## config.mk

```make
export PLATFORM = sky130hd
export DESIGN_NAME = dwscu_top
export DESIGN_NICKNAME = d
export VERILOG_FILES = /design/src/core/dwscu_top.v
export VERILOG_INCLUDE_DIRS = /design/src /design/src/core
export SDC_FILE = /design/constraint.sdc
export NUM_CORES = 1
export LEC_CHECK = 0
export BUFFER_PORTS_ARGS = -buffer_cell sky130_fd_sc_hd__buf_2
export CORE_AREA = 2 2 213 215
export DETAILED_ROUTE_END_ITERATION = 10
export DIE_AREA = 0 0 215 217
export PLACE_DENSITY = 0.49
export SLEW_MARGIN = 20
export SYNTH_ARGS = -nofsm -noshare
export SYNTH_HDL_FRONTEND = slang
export SYNTH_SLANG_ARGS = --single-unit
```

## constraint.sdc

```tcl
create_clock -name SYS_CLK_IN -period 2.4 [get_ports SYS_CLK_IN]
set_input_delay 0.48 -clock SYS_CLK_IN [delete_from_list [all_inputs] [get_ports SYS_CLK_IN]]
set_output_delay 0.48 -clock SYS_CLK_IN [all_outputs]
set_load 0.005 [all_outputs]
```

## src/core/dwscu_defs.vh

```
// Constants for the dual wiper serial command unit
`ifndef DWSCU_DEFS_VH
`define DWSCU_DEFS_VH
`define DWSCU_WORD_BITS 16
`define DWSCU_SET_BITS 8
`define DWSCU_TAPS 256
`define DWSCU_OP_LOAD_CH1 8'hB0
`define DWSCU_OP_LOAD_CH2 8'hB1
`define DWSCU_OP_INC_CH1 8'hE0
`define DWSCU_OP_SAVE_CH1 8'h20
`define DWSCU_OP_NOP 8'h00
`define DWSCU_OP_RESTORE1 8'h10
`define DWSCU_OP_RESTORE8 8'h80
`define DWSCU_SETTING_RST 8'h80
`define DWSCU_ECHO_RST 16'h0000
`define DWSCU_OP_BITS 8
`define DWSCU_CNT_BITS 5
`define DWSCU_CNT_ZERO 5'h00
`define DWSCU_CNT_ONE 5'h01
`define DWSCU_CNT_FULL 5'h10
`define DWSCU_CNT_MAX 5'h1f
`define DWSCU_ECHO_TOP 4'hf
`define DWSCU_SETTING_STEP 8'h01
`define DWSCU_SERIAL_OUT_RST 1'h0
`define DWSCU_SCLK_RST 1'h0
`endif

```

## src/core/dwscu_top.v

```verilog
// Serial command unit for a dual 256-tap wiper pair
`timescale 1ns/1ps
`include "dwscu_defs.vh"
module dwscu_top #(
  parameter SET_BITS = `DWSCU_SET_BITS,
  parameter TAPS = `DWSCU_TAPS
) (
  input wire SYS_CLK_IN,
  input wire RST_N_IN,
  input wire CS_N_IN,
  input wire SCLK_IN,
  input wire SERIAL_IN_IN,
  output wire SERIAL_OUT_OUT,
  output wire [SET_BITS-1:0] WIPER_SETTING_CH1_OUT,
  output wire [SET_BITS-1:0] WIPER_SETTING_CH2_OUT,
  output wire [SET_BITS-1:0] SAVED_SETTING_CH1_OUT,
  output wire [SET_BITS-1:0] SAVED_SETTING_CH2_OUT,
  output wire [TAPS-1:0] WIPER_OUT_CH1_OUT,
  output wire [TAPS-1:0] WIPER_OUT_CH2_OUT
);
  localparam WORD_BITS = `DWSCU_WORD_BITS;
  localparam OP_BITS = `DWSCU_OP_BITS;
  localparam CNT_BITS = `DWSCU_CNT_BITS;
  localparam [1:0] ST_IDLE = 2'h0;
  localparam [1:0] ST_SHIFT = 2'h1;

  // Frame tracking
  reg [1:0] state_ff;
  reg [1:0] nxt_state;
  reg sclk_d_ff;
  reg [CNT_BITS-1:0] bit_cnt_ff;
  reg [CNT_BITS-1:0] nxt_bit_cnt;
  reg [WORD_BITS-1:0] shift_in_ff;
  reg [WORD_BITS-1:0] nxt_shift_in;
  reg [WORD_BITS-1:0] echo_ff;
  reg [WORD_BITS-1:0] nxt_echo;
  reg serial_out_ff;
  reg nxt_serial_out;
  // Setting latches and saved copies
  reg boot_ff;
  reg [SET_BITS-1:0] wiper_setting_ch1_ff;
  reg [SET_BITS-1:0] nxt_wiper_setting_ch1;
  reg [SET_BITS-1:0] wiper_setting_ch2_ff;
  reg [SET_BITS-1:0] nxt_wiper_setting_ch2;
  reg [SET_BITS-1:0] saved_setting_ch1_ff;
  reg [SET_BITS-1:0] nxt_saved_setting_ch1;
  reg [SET_BITS-1:0] saved_setting_ch2_ff;
  reg [SET_BITS-1:0] nxt_saved_setting_ch2;
  wire sclk_rise;
  wire sclk_fall;
  wire frame_start;
  wire frame_stop;
  wire frame_end;
  wire [3:0] echo_idx;
  wire [OP_BITS-1:0] op;
  wire [SET_BITS-1:0] data;

  // Serial clock edges, only while selected
  assign sclk_rise = SCLK_IN & ~sclk_d_ff & ~CS_N_IN;
  assign sclk_fall = ~SCLK_IN & sclk_d_ff & ~CS_N_IN;
  assign frame_start = (state_ff == ST_IDLE) & ~CS_N_IN;
  assign frame_stop = (state_ff == ST_SHIFT) & CS_N_IN;
  // Command taken at select release after exactly 16 clocks
  assign frame_end = frame_stop & (bit_cnt_ff == `DWSCU_CNT_FULL);
  assign echo_idx = `DWSCU_ECHO_TOP - bit_cnt_ff[3:0];
  assign op = shift_in_ff[WORD_BITS-1:WORD_BITS-OP_BITS];
  assign data = shift_in_ff[SET_BITS-1:0];

  // Outputs straight from flip-flops
  assign SERIAL_OUT_OUT = serial_out_ff;
  assign WIPER_SETTING_CH1_OUT = wiper_setting_ch1_ff;
  assign WIPER_SETTING_CH2_OUT = wiper_setting_ch2_ff;
  assign SAVED_SETTING_CH1_OUT = saved_setting_ch1_ff;
  assign SAVED_SETTING_CH2_OUT = saved_setting_ch2_ff;

  // One-hot tap select per channel
  genvar t;
  generate
    for (t = 0; t < TAPS; t = t + 1) begin : g_tap
      localparam [SET_BITS-1:0] TAP_CODE = t;
      assign WIPER_OUT_CH1_OUT[t] = (wiper_setting_ch1_ff == TAP_CODE);
      assign WIPER_OUT_CH2_OUT[t] = (wiper_setting_ch2_ff == TAP_CODE);
    end
  endgenerate

  // Select tracking
  always @* begin
    nxt_state = state_ff;
    case (state_ff)
      ST_IDLE: begin
        if (!CS_N_IN) begin
          nxt_state = ST_SHIFT;
        end
      end
      ST_SHIFT: begin
        if (CS_N_IN) begin
          nxt_state = ST_IDLE;
        end
      end
      default: begin
        nxt_state = ST_IDLE;
      end
    endcase
  end

  // Rising serial clocks in this frame
  always @* begin
    nxt_bit_cnt = bit_cnt_ff;
    if (frame_start) begin
      nxt_bit_cnt = `DWSCU_CNT_ZERO;
    end
    if (sclk_rise && bit_cnt_ff != `DWSCU_CNT_MAX) begin
      nxt_bit_cnt = bit_cnt_ff + `DWSCU_CNT_ONE;
    end
  end

  // Input word, MSB first
  always @* begin
    nxt_shift_in = shift_in_ff;
    if (sclk_rise) begin
      nxt_shift_in = {shift_in_ff[WORD_BITS-2:0], SERIAL_IN_IN};
    end
  end

  // Previous word back out, MSB first
  always @* begin
    nxt_serial_out = serial_out_ff;
    if (frame_start) begin
      nxt_serial_out = echo_ff[WORD_BITS-1];
    end
    if (sclk_fall && bit_cnt_ff < `DWSCU_CNT_FULL) begin
      nxt_serial_out = echo_ff[echo_idx];
    end
  end

  // Echo word only from complete frames
  always @* begin
    nxt_echo = echo_ff;
    if (frame_end) begin
      nxt_echo = shift_in_ff;
    end
  end

  // Command decode
  always @* begin
    nxt_wiper_setting_ch1 = wiper_setting_ch1_ff;
    nxt_wiper_setting_ch2 = wiper_setting_ch2_ff;
    nxt_saved_setting_ch1 = saved_setting_ch1_ff;
    nxt_saved_setting_ch2 = saved_setting_ch2_ff;
    // Power-on restore on the first edge after reset
    if (boot_ff) begin
      nxt_wiper_setting_ch1 = saved_setting_ch1_ff;
      nxt_wiper_setting_ch2 = saved_setting_ch2_ff;
    end
    if (frame_end) begin
      case (op)
        `DWSCU_OP_LOAD_CH1: begin
          nxt_wiper_setting_ch1 = data;
        end
        `DWSCU_OP_LOAD_CH2: begin
          nxt_wiper_setting_ch2 = data;
        end
        `DWSCU_OP_INC_CH1: begin
          nxt_wiper_setting_ch1 = wiper_setting_ch1_ff + `DWSCU_SETTING_STEP;
        end
        `DWSCU_OP_SAVE_CH1: begin
          nxt_saved_setting_ch1 = wiper_setting_ch1_ff;
        end
        `DWSCU_OP_RESTORE1, `DWSCU_OP_RESTORE8: begin
          nxt_wiper_setting_ch1 = saved_setting_ch1_ff;
          nxt_wiper_setting_ch2 = saved_setting_ch2_ff;
        end
        `DWSCU_OP_NOP: begin
          // No change, echo only
          nxt_wiper_setting_ch1 = wiper_setting_ch1_ff;
        end
        default: begin
          // Unknown codes change nothing
          nxt_saved_setting_ch2 = saved_setting_ch2_ff;
        end
      endcase
    end
  end

  // Link registers
  always @(posedge SYS_CLK_IN or negedge RST_N_IN) begin
    if (!RST_N_IN) begin
      state_ff <= ST_IDLE;
      sclk_d_ff <= `DWSCU_SCLK_RST;
      bit_cnt_ff <= `DWSCU_CNT_ZERO;
      shift_in_ff <= `DWSCU_ECHO_RST;
      echo_ff <= `DWSCU_ECHO_RST;
      serial_out_ff <= `DWSCU_SERIAL_OUT_RST;
    end else begin
      state_ff <= nxt_state;
      sclk_d_ff <= SCLK_IN;
      bit_cnt_ff <= nxt_bit_cnt;
      shift_in_ff <= nxt_shift_in;
      echo_ff <= nxt_echo;
      serial_out_ff <= nxt_serial_out;
    end
  end

  // Setting registers
  always @(posedge SYS_CLK_IN or negedge RST_N_IN) begin
    if (!RST_N_IN) begin
      boot_ff <= 1'b1;
      wiper_setting_ch1_ff <= `DWSCU_SETTING_RST;
      wiper_setting_ch2_ff <= `DWSCU_SETTING_RST;
      saved_setting_ch1_ff <= `DWSCU_SETTING_RST;
      saved_setting_ch2_ff <= `DWSCU_SETTING_RST;
    end else begin
      boot_ff <= 1'b0;
      wiper_setting_ch1_ff <= nxt_wiper_setting_ch1;
      wiper_setting_ch2_ff <= nxt_wiper_setting_ch2;
      saved_setting_ch1_ff <= nxt_saved_setting_ch1;
      saved_setting_ch2_ff <= nxt_saved_setting_ch2;
    end
  end
endmodule

```

---- After elaboration in Yosys (flattened, before gate mapping) ----
Cells that the tools add are included.
storage, ports and cells
  register bits after elaboration ......... 66
operators by class
  add/sub/neg operators ................... 3
  magnitude comparators ................... 2
  eq/ne operators ......................... 522
  multiplexer cells ....................... 15
  bitwise gates (word level) .............. 10
  reduce and logical (&&, ||, !) cells .... 11
operators by type and width
  kind                                                        count
  == test 8 bit, second input constant                        260
  == test 8 x 7 -> 1 bit, second input constant               128
  == test 8 x 6 -> 1 bit, second input constant               65
  == test 8 x 5 -> 1 bit, second input constant               33
  == test 8 x 4 -> 1 bit, second input constant               16
  == test 8 x 3 -> 1 bit, second input constant               8
  == test 8 x 2 -> 1 bit, second input constant               4
  2-to-1 mux 8 bit                                            4
  one-hot mux 8 bit (4 select lines)                          1
  logical NOT 8 bit                                           3
  == test 8 x 1 -> 1 bit, second input constant               2
  one-hot mux 8 bit (2 select lines)                          1
  2-to-1 mux 5 bit                                            2
  adder 8 x 1 -> 8 bit, second input constant                 1
  bitwise AND 1 bit                                           7
  inequality test 2 bit, second input constant                3
  adder 5 x 1 -> 5 bit, second input constant                 1
  == test 5 bit, second input constant                        1
  less-than comparator 4 x 5 -> 1 bit, second input constant  1
  less-than comparator 5 bit, second input constant           1
  inequality test 5 bit, second input constant                1
  binary-select mux 1 bit (select 4 bit)                      1
  2-to-1 mux 2 bit                                            2
  one-hot mux 2 bit (2 select lines)                          1
  other kinds (9)                                             16

---- Longest topological paths before layout ----
Gate-level depths: netlist of run 1.
  depth in word-level cells ............... 5
  mapped depth ............................ 7
  depth with buffers taken out ............ 7

---- Worst setup path before layout of run 1 ----
OpenSTA, ideal clock, no wires.
  kind .................................... register to register
  start ................................... register shift_in_ff[9]
  end ..................................... register wiper_setting_ch1_ff[3] (netlist: WIPER_SETTING_CH1_OUT[3])
  setup time .............................. 126 ps
  arrival time ............................ 2192 ps
  required time ........................... 2274 ps
  path slack .............................. 82 ps
  stages on the path, launching flop included .. 8
  clock period less this slack ............ 2318 ps
  path through ............................ dfrtp_1 > or4_4 > buf_6 > nor4_4 > o21bai_2 > a21bo_1 > buf_6 > a221o_1
on the way
  longest elaborated chain between the ends .. 4
ends and longest elaborated chain
  element                                                  line             source
  start: declaration                                       dwscu_top.v:33   reg [WORD_BITS-1:0] shift_in_ff;
  start signal: assignment                                 dwscu_top.v:191  shift_in_ff <= `DWSCU_ECHO_RST;
  start signal: assignment                                 dwscu_top.v:198  shift_in_ff <= nxt_shift_in;
  == test 8 x 5 -> 1 bit or == test 8 bit (tied branches)  dwscu_top.v:156  case (op)
  OR reduction 2 bit                                       dwscu_top.v:156
  one-hot mux 8 bit (4 select lines)                       dwscu_top.v:156
  2-to-1 mux 8 bit                                         dwscu_top.v:155  if (frame_end) begin
  end signal: assignment                                   dwscu_top.v:208  wiper_setting_ch1_ff <= `DWSCU_SETTING_RST;
  end signal: assignment                                   dwscu_top.v:214  wiper_setting_ch1_ff <= nxt_wiper_setting_ch1;
  end: declaration                                         dwscu_top.v:41   reg [SET_BITS-1:0] wiper_setting_ch1_ff;
Parallel ways exist; a longest one is shown, timed or not.
A chain may end at the register's enable or synchronous reset.

---- Worst setup path in the final report of run 1 ----
  start ................................... register wiper_setting_ch1_ff[0] (netlist: WIPER_SETTING_CH1_OUT[0])
  end ..................................... output WIPER_OUT_CH1_OUT[64]
on the way
  longest elaborated chain between the ends .. 1
ends and longest elaborated chain
  element                 line            source
  == test 8 x 7 -> 1 bit  dwscu_top.v:81  assign WIPER_OUT_CH1_OUT[t] = (wiper_setting_ch1_ff == TAP_CODE);
  end: declaration        dwscu_top.v:18  output wire [TAPS-1:0] WIPER_OUT_CH1_OUT,
No other way between the ends.

==> run summary, run 1 <==
Counting flops and latches in the post-synthesis netlist gives 65. Leaving out fill and tap cells, the most frequent cell in the layout is sky130_fd_sc_hd__buf_2. The run gives 17.1% as the share of power burned in combinational logic. The largest fanout on the critical path is 14. The tools report the final worst-path setup slack as 0.0454 ns. The detailed placement HPWL is 26900 um.

The filler cell count in the final layout was 5197; the full die area was 46700 um^2. The logs give 0.0126 ns for the worst clock skew on the final layout and 0.000420 V for the maximum vdd ir drop. The run finished with clean final reports.

For this run, the number of Yosys warnings is 0. The chip height was 217 um. Buffers inserted during clock tree synthesis total 9. The total DRC errors in the routed layout is 0. The x dimension of the die is 215 um, and the count of input and output buffers is 541. For the upper clock frequency limit, the log shows 0.425 GHz. Net switching is 29.8% of the power. For the via count of the first global-routing pass, the log shows 6916.

Prevailing post-synth register cell: sky130_fd_sc_hd__dfrtp_1. The post-synthesis instance area was 5780 um^2. For the leakage component of the power, the log shows 5.41 nW. The detailed router finished its first iteration with 883 violations. By startpoint and endpoint, the worst setup path is classified as reg -> out. The logs give 0 for the number of antenna violations at the first check in global routing and 3 for the H-tree depth. The post-route clock period utilization works out to 98.1%.

In the final layout, the multi-input gates occupy 3830 um^2. The share of the Yosys chip area taken by registers is 28.2%. Sequential cells account for 42.6% of the total power.

After clock tree synthesis, the clock-pin slew on the worst setup and hold paths is 0.06 ns. The average via count per standard cell was 4.18. In this run the count of I/O pins placed on the die edge is 550. The final-report max-slew violation count came out at 0.

The path class of the tightest hold or removal check is in -> async. In this run the clock root is driven by a sky130_fd_sc_hd__clkbuf_16. At the worst endpoint, the required time is 1.92 ns. The category of the worst setup path launch point is a flip-flop. The worst register-to-register path ends at WIPER_SETTING_CH2_OUT[1]. The maximum number of pins on one net before global-route repair was 66.

The fraction of final layout cells with drive strength greater than 1 is 48.4%, and the fraction of power consumed by the clock network is 40.4%. The relative slew slack is 64.8%, and the number of maximum-capacitance constraint violations is 0. Traced cell by cell, the critical path runs through inv_1 > ha_1 > nand2_1 > buf_4 > nor2_1 > buf_2. Element type at the critical path end: an output pin. The total clock sinks is 65, and the average routed wire per standard cell is 16.1 um. The sequential cells in the finished layout cover a total of 1640 um^2.

The tools report the standard cell core area as 44700 um^2. The first TritonRoute pass finished after 5 iterations. The initial utilization of the core area, before any placement, comes to 12.9%. TritonCTS built the clock tree. For this design the ratio of total power to cell area is 334 nW/um^2. The number of placement rows came out at 78. The congestion estimate from routability-driven global placement came to 0.771. The arrival time reported for the critical path endpoint is 1.87 ns. The largest individual stage delay along the critical path comes from the cell sky130_fd_sc_hd__dfrtp_2. The run gives 2 as the buffer levels on the longest clock path. The async set-reset flop share out of synthesis was 100%. In this run, distinct cell masters in the synthesized netlist total 47. After global routing the overflow that remains totals 0. Buffers added to address setup during post-CTS repair amount to 0. The first global-routing pass estimated 46400 um of wire. Once detail routing completed, the nets flagged for antenna violations numbered 0. The mean post-synth cell area was 6.23 um^2; the internal power contribution was 2.31 mW. The transition time at the pin with the least slew margin is 0.526 ns, and the hold violation total from the final report is 0. The reg-to-reg critical path startpoint is shift_in_ff[9].

Summed over all nets, the switching power comes to 0.981 mW. The largest delay contributor family on the critical path was buffers and inverters. For this run, the total global-route usage over all layers was measured as 12.9%. The layout overhead on the synthesized area was 70.4%.

The top cell types in the final layout, fill and taps aside, are 541 x sky130_fd_sc_hd__buf_2, 528 x sky130_fd_sc_hd__nor2_1, 74 x sky130_fd_sc_hd__buf_4. The final layout contains 1485 nets. Counting cells, the worst reg-to-reg path comes to 5.

For the clock insertion delay at the later pin of the skew report, the log shows 0.33 ns. The tools report the number of failing setup endpoints in the final timing report as 0. The routed design has 33500 um of wire.

The largest stage delay on the critical path is 0.46 ns, and the register-to-register setup slack is 0.12 ns. The number of enable-type register cells in the synthesized netlist was 0. Synthesis produced 927 cells.

The completed layout was analyzed and its total power is 3.29 mW. For the minimum setup slack after placement, the log shows 0.0425 ns. For the number of diodes added for antenna fixing, the log shows 0. The clock period minus final worst setup slack is 2.35 ns, and the detailed-route via count is 8678.

Counting both buffers and inverters, the worst setup path holds a total of 3.
[state kept, by name (all words and copies together), names as in the netlist]
name,cells
echo_ff,16
shift_in_ff,16
SAVED_SETTING_CH1_OUT,8
state_ff,1
sclk_d_ff,1
bit_cnt_ff,5
SERIAL_OUT_OUT,1
WIPER_SETTING_CH2_OUT,8
boot_ff,1
WIPER_SETTING_CH1_OUT,8
[cell type report]
cell class,count,share of cell area (%)
Tap cell,600,7.63
Sequential cell,65,16.7
Timing Repair Buffer,617,33.5
Clock buffer,9,2.29
Multi-Input combinational cell,771,38.9
Clock inverter,7,0.763
Inverter,8,0.305
[metal layers]
layer	vias to the layer above	part of all wire (%)	global-route usage [%]
li1	4004	-	-
met1	4258	45	18.6
met2	368	46	19.7
met3	48	7.8	2.49
met4	0	1.4	2.76
met5	-	0	0
[worst max-delay path by stage]
stage | slack, ns | end | from | cells past startpoint
final | 0.05 | WIPER_OUT_CH1_OUT[64] | WIPER_SETTING_CH1_OUT[0] | 6
after global routing | -0.004 | WIPER_OUT_CH1_OUT[64] | WIPER_SETTING_CH1_OUT[0] | 6
after CTS | -0.11 | WIPER_OUT_CH1_OUT[64] | WIPER_SETTING_CH1_OUT[6] | 4
after detailed placement | 0.04 | WIPER_SETTING_CH1_OUT[4] | CS_N_IN | 7
after global placement | 0.03 | WIPER_SETTING_CH1_OUT[5] | CS_N_IN | 7
after floorplan | 0.08 | WIPER_SETTING_CH1_OUT[3] | shift_in_ff[9] | 7
[metrics by stage]
step / setup TNS [ns] / cell area (um^2) / hold WS, ns / utilization (%) / instances
after global routing: -0.00781 / 9840 / 0.168 / 22.0 / 2077
final: 0 / 9840 / 0.144 / 22.0 / 2077
after global placement: 0 / 9460 / 0.477 / 21.2 / 2061
after floorplan: 0 / 5800 / 0.184 / - / 934
after detailed placement: 0 / 9460 / 0.490 / 21.2 / 2061
after CTS: -2.77 / 9780 / 0.163 / 21.9 / 2077
[cell usage after synthesis, types with 3 or more instances]
cell type                    n  area share (%)
sky130_fd_sc_hd__nand2_1    55             3.6
sky130_fd_sc_hd__nor4b_1     5            0.76
sky130_fd_sc_hd__o21ai_0    11            0.95
sky130_fd_sc_hd__nor2b_1    16             1.7
sky130_fd_sc_hd__mux2_2     37             7.2
sky130_fd_sc_hd__a221o_1     5            0.87
sky130_fd_sc_hd__nand3b_1    3            0.39
sky130_fd_sc_hd__nor3_1      4            0.35
sky130_fd_sc_hd__ha_1        8             1.7
sky130_fd_sc_hd__a21oi_1     6            0.52
sky130_fd_sc_hd__dfstp_2     4             1.8
sky130_fd_sc_hd__a22o_1      9             1.4
sky130_fd_sc_hd__mux4_2      5             1.9
sky130_fd_sc_hd__nand4_1     5            0.54
sky130_fd_sc_hd__nand3_1    24             2.1
sky130_fd_sc_hd__buf_4       9             1.2
sky130_fd_sc_hd__dfrtp_1    61              26
sky130_fd_sc_hd__xnor2_1     5            0.76
sky130_fd_sc_hd__nor2_1    529              34
sky130_fd_sc_hd__mux2i_1     3            0.52
sky130_fd_sc_hd__inv_1       8            0.52
sky130_fd_sc_hd__a22oi_1     7            0.91
sky130_fd_sc_hd__clkbuf_1   74             4.8
sky130_fd_sc_hd__buf_1       3            0.19
[repair_timing]
action / CTS / global route
pin swaps: 0 / 0
hold buffers: 0 / 0
resized for setup: 10 / 24
endpoints found under the hold margin: 0 / 0
endpoints found under the setup margin: 168 / 366
[kinds of logic after synthesis]
group           count (synthesis)  synth area share (%)
xor+xnor                        6                 0.910
simple gates                  654                  45.8
fa+ha+maj                       8                  1.73
compound gates                 49                  6.28
other cells                     2                 0.130
mux                            45                  9.68
buf+inv                        98                  7.26
flops                          65                  28.2
[power groups by stage]
| stage | registers, mW | clock network, mW | logic (mW) |
|---|---|---|---|
| finish | 1.40 | 1.33 | 0.562 |
| global route | 1.43 | 1.41 | 0.623 |
| CTS | 1.40 | 1.36 | 0.568 |
| detailed placement | 1.42 | 0 | 0.565 |
| global placement | 1.42 | 0 | 0.561 |
| floorplan | 1.32 | 0 | 0.497 |
Note: power is estimated with default switching activity, not from simulation.
==> run 2: changes to the inputs <==
--- a/config.mk
+++ b/config.mk
@@ -6,10 +6,11 @@
 export SDC_FILE = /design/constraint.sdc
 export NUM_CORES = 1
 export LEC_CHECK = 0
+export ABC_AREA = 1
 export BUFFER_PORTS_ARGS = -buffer_cell sky130_fd_sc_hd__buf_2
-export CORE_AREA = 2 2 213 215
+export CORE_AREA = 2 2 215 217
 export DETAILED_ROUTE_END_ITERATION = 10
-export DIE_AREA = 0 0 215 217
+export DIE_AREA = 0 0 217 219
 export PLACE_DENSITY = 0.49
 export SLEW_MARGIN = 20
 export SYNTH_ARGS = -nofsm -noshare
==> run 2 against run 1 <==
  * First-iteration DRC count is 32% lower
  * Setup slack improved by 0.0055 ns
  * Routed wire length is 12% higher
  * Final cell count is 9.8% higher
  * Sequential cell count is the same
  * Utilization rose by 0.54 points
  * Sequential power about the same
  * Sequential share of layout area down 0.55 points
==> run summary, run 2 <==
The clock insertion delay at the later pin of the skew report was 0.33 ns (about the same); the count of input and output buffers was 541 (unchanged). The tools report the final core utilization as 22.6% (was 22.0%). The endpoint of the most critical register-to-register path is WIPER_SETTING_CH1_OUT[6] (was WIPER_SETTING_CH2_OUT[1]). The most common cell in the synthesized netlist is sky130_fd_sc_hd__nor2_1 (unchanged). Most frequent cells in the layout: 556 x sky130_fd_sc_hd__nor2_1, 541 x sky130_fd_sc_hd__buf_2, 192 x sky130_fd_sc_hd__nand2_1 (was 541 x sky130_fd_sc_hd__buf_2, 528 x sky130_fd_sc_hd__nor2_1, 74 x sky130_fd_sc_hd__buf_4).

The post-route standard cell area excluding fillers is 10200 um^2 (was 9840 um^2). The tools report the hold-critical path endpoint as sclk_d_ff. The logs give 1.87 ns (about the same) for the arrival time reported for the critical path endpoint and 0.426 GHz (was 0.425 GHz) for the upper clock frequency limit. The tools report the total length of routed wires as 37400 um (was 33500 um). Top cell type by total area after synthesis: sky130_fd_sc_hd__nor2_1 (unchanged). The total power per unit cell area is 369 nW/um^2 (was 334 nW/um^2). The detailed-route via count was 9309 (was 8678); the total track usage was 14.3% (was 12.9%).

The total DRC errors in the routed layout was 0 (unchanged); the full die area was 47500 um^2 (was 46700 um^2). The number of placement rows was 78 (unchanged). CP cell instances: nor2_1 > nand2_2 > nor2_1 > buf_2 (was inv_1 > ha_1 > nand2_1 > buf_4 > nor2_1 > buf_2).

TritonCTS built the clock tree. Detailed router's first-iteration violation count: 601 (was 883). The largest stage delay on the critical path is 0.46 ns (about the same). The tools report the share of synthesized area occupied by flip-flops and latches as 26.9% (was 28.2%).

Cell with the most instances on the worst path: sky130_fd_sc_hd__nor2_1. The filler cell count in the final layout was 5152 (was 5197); the standard cell core area was 45100 um^2 (was 44700 um^2). The number of instances in the synthesized netlist was 1139 (was 927); the leakage component of the power was 5.75 nW (was 5.41 nW). The tools report the cell area after placement as 9650 um^2 (was 9460 um^2). The run gives 0.274 ns (was 0.144 ns) as the final-layout worst hold slack.

Most instantiated cells after synthesis: 567 x sky130_fd_sc_hd__nor2_1, 217 x sky130_fd_sc_hd__nand2_1, 69 x sky130_fd_sc_hd__clkbuf_1, 61 x sky130_fd_sc_hd__dfrtp_1, 49 x sky130_fd_sc_hd__inv_1 (was 529 x sky130_fd_sc_hd__nor2_1, 74 x sky130_fd_sc_hd__clkbuf_1, 61 x sky130_fd_sc_hd__dfrtp_1, 55 x sky130_fd_sc_hd__nand2_1, 37 x sky130_fd_sc_hd__mux2_2). The number of warnings printed during yosys synthesis is 0 (unchanged), and the area share of the largest cell type after synthesis is 35.1% (was 34.4%). Leading registers by flop count: echo_ff x16, shift_in_ff x16 (unchanged).

The run gives 0 (unchanged) as the number of buffers inserted by post-CTS setup repair. The layout overhead on the synthesized area works out to 68.0% (was 70.4%). The number of search-and-repair iterations in the first detailed-routing pass was 5 (unchanged); the remaining global-route overflow was 0 (unchanged).

First-pass GRT wire length: 52000 um (was 46400 um). The reg-to-reg critical path startpoint is WIPER_SETTING_CH1_OUT[0] (was shift_in_ff[9]). The largest fanout on the critical path came out at 16 (was 14). The post-route clock period utilization was 97.9% (was 98.1%); the mean post-synth cell area was 5.32 um^2 (was 6.23 um^2). The tools report the number of nets at the end of the flow as 1689 (was 1485). The buffer levels on the longest clock path came out at 2 (unchanged).

The cell count of the worst hold path is 1, and the maximum vdd ir drop is 0.000345 V (was 0.000420 V). The clock-pin slew on the worst setup and hold paths is 0.06 ns (about the same), and the routability congestion estimate from global placement is 0.812 (was 0.771). The worst clock skew on the final layout was 0.00550 ns (was 0.0126 ns).

The x dimension of the die was 217 um (was 215 um); the data required time at the worst endpoint was 1.92 ns (about the same). The run gives 13.4% (was 12.9%) as the initial core utilization. For the number of buffers created by CTS, the log shows 9 (unchanged). Average routed wire per standard cell: 16.4 um (was 16.1 um). The cell with the biggest individual delay on the critical path is sky130_fd_sc_hd__dfrtp_1 (was sky130_fd_sc_hd__dfrtp_2).

The post-synthesis register bit count works out to 65 (unchanged). The tools report the cell at the root of the clock tree as sky130_fd_sc_hd__clkbuf_16 (unchanged). For the remaining antenna violation count, the log shows 0 (unchanged). Element type at the critical path end: an output pin (unchanged). Category of the worst setup path launch point: a flip-flop (unchanged). The unique cell type count in the Yosys netlist is 36 (was 47). The chip height is 219 um (was 217 um), and the number of cells on the worst reg-to-reg path is 11 (was 5). Async set-reset flop share out of synthesis: 100% (unchanged). The average via count per standard cell is 4.08 (was 4.18), and the number of failing setup endpoints in the final timing report is 0 (unchanged).

The prevailing post-synth register cell was sky130_fd_sc_hd__dfrtp_1 (unchanged). For the minimum setup slack after placement, the log shows 0.0505 ns (was 0.0425 ns). Via count of the first global-routing pass: 8153 (was 6916). Number of enable-type register cells in the synthesized netlist: 0 (unchanged). The run gives 0 ns (unchanged) as the total negative setup slack. Dominant cells by area after synthesis: sky130_fd_sc_hd__nor2_1 35%, sky130_fd_sc_hd__dfrtp_1 25%, sky130_fd_sc_hd__nand2_1 13% (was sky130_fd_sc_hd__nor2_1 34%, sky130_fd_sc_hd__dfrtp_1 26%, sky130_fd_sc_hd__mux2_2 7.2%). Final-report max-slew violation count: 0 (unchanged).

The number of diodes added for antenna fixing was 0 (unchanged); the total clock sinks was 65 (unchanged). Setup repair after global routing could not meet its margin everywhere. Commonest non-fill, non-tap cell in the layout: sky130_fd_sc_hd__nor2_1 (was sky130_fd_sc_hd__buf_2).

The logs give 0.63 ns (was 0.12 ns) for the register-to-register setup slack and 29500 um (was 26900 um) for the detailed placement HPWL. For the number of antenna violations at the first check in global routing, the log shows 0 (unchanged). The run gives 0.0509 ns (was 0.0454 ns) as the final worst-path setup slack.

The fraction of final layout cells with drive strength greater than 1 is 41.6% (was 48.4%), and the number of placed I/O pins is 550 (unchanged). The maximum number of pins on one net before global-route repair came out at 65 (was 66). The run finished with clean final reports. Number of maximum-capacitance constraint violations: 0 (unchanged). The post-synthesis instance area came out at 6060 um^2 (was 5780 um^2).

The type of the worst min-delay path was in -> reg (was in -> async). The number of buffers and inverters on the critical path was 1 (was 3); the H-tree depth was 3 (unchanged). The clock period minus final worst setup slack was 2.35 ns (about the same). In this run the most critical hold path is launched from SCLK_IN.

The hold violation total from the final report came out at 0 (unchanged). The critical setup path kind is reg -> out (unchanged). The largest delay contributor family on the critical path is simple AND/OR/NAND/NOR gates (was buffers and inverters).
==> run 2: changes by cell type after synthesis, sizes merged, moves of 7 or more <==
cell / previous run / this run
a22o: 9 / 0
a22oi: 7 / 0
inv: 8 / 59
mux2: 37 / 0
nand2: 55 / 223
nor2: 529 / 573
nor2b: 16 / 0
o21ai: 11 / 55
==> run 2: area by class of cell <==
cell class	instances	area [um^2]	area share (%)
clock inverter	6	90.1	0.886
timing repair buffer	604	3200	31.4
sequential	65	1640	16.1
clock buffer	10	239	2.35
inverter	60	228	2.24
multi-input combinational	936	4030	39.6
tap	600	751	7.38
==> run 2: metrics by stage <==
stage,std cells,power (mW)
2_1_floorplan,1146,2.03
6_report,2281,3.75
4_1_cts,2281,3.80
3_3_place_gp,2264,2.30
3_5_place_dp,2264,2.31
5_1_grt,2281,4.01
==> run 2: where the power goes <==
group	internal [mW]	total, mW	switching [mW]	leakage [nW]
Clock	0.940	1.44	0.504	0.159
Combinational	0.289	0.873	0.585	4.76
Sequential	1.27	1.43	0.164	0.828
==> run 2: worst max path at each step <==
stage                                         from                endpoint  slack [ns]  cells after the start
after CTS                 WIPER_SETTING_CH2_OUT[6]   WIPER_OUT_CH2_OUT[30]       -0.13                      4
after global placement    WIPER_SETTING_CH2_OUT[5]  WIPER_OUT_CH2_OUT[234]        0.06                      5
after detailed placement  WIPER_SETTING_CH2_OUT[5]  WIPER_OUT_CH2_OUT[234]        0.05                      5
after floorplan           WIPER_SETTING_CH1_OUT[0]  WIPER_OUT_CH1_OUT[100]        0.59                      5
after global routing      WIPER_SETTING_CH1_OUT[4]  WIPER_OUT_CH1_OUT[211]       -0.11                      6
final                     WIPER_SETTING_CH1_OUT[5]    WIPER_OUT_CH1_OUT[9]        0.05                      4
==> run 2: worst reg2reg max path, cell delays in order (launching register included) <==
cell                      delay [ns]
sky130_fd_sc_hd__dfrtp_1        0.44
sky130_fd_sc_hd__ha_2           0.28
sky130_fd_sc_hd__nand3_1        0.16
sky130_fd_sc_hd__buf_4          0.24
sky130_fd_sc_hd__nor2_1         0.13
sky130_fd_sc_hd__nand2_1        0.06
sky130_fd_sc_hd__nand2_1        0.05
sky130_fd_sc_hd__nor2_1         0.04
sky130_fd_sc_hd__nor2_1         0.10
sky130_fd_sc_hd__nand2_1        0.05
sky130_fd_sc_hd__nand3_1        0.06
sky130_fd_sc_hd__nand2_1        0.05
==> run 2: layer usage <==
| metal | up-vias | global-route usage (%) | wire length, um |
|---|---|---|---|
| li1 | 4509 | - | - |
| met1 | 4246 | 15.7 | 14100 |
| met2 | 502 | 28.1 | 19800 |
| met3 | 52 | 1.69 | 2300 |
| met4 | 0 | 5.23 | 1120 |
| met5 | - | 0 | 0 |
==> run 2: what timing repair did <==
item,4_1_cts,5_1_grt
gates cloned,0,0
hold endpoints to repair,1,0
hold buffers,1,0
gates resized for setup,30,35
setup endpoints to repair,261,378
==> run 2: cell families (layout without fill, tap and decap cells) <==
| group | count (synthesis) | in the layout | share of synthesized area, % |
|---|---|---|---|
| compound gates | 70 | 70 | 6.22 |
| xor+xnor | 2 | 2 | 0.289 |
| fa+ha+maj | 8 | 8 | 1.65 |
| buf+inv | 145 | 680 | 9.88 |
| flops | 65 | 65 | 26.9 |
| other cells | 2 | 9 | 0.124 |
| simple gates | 847 | 847 | 54.9 |
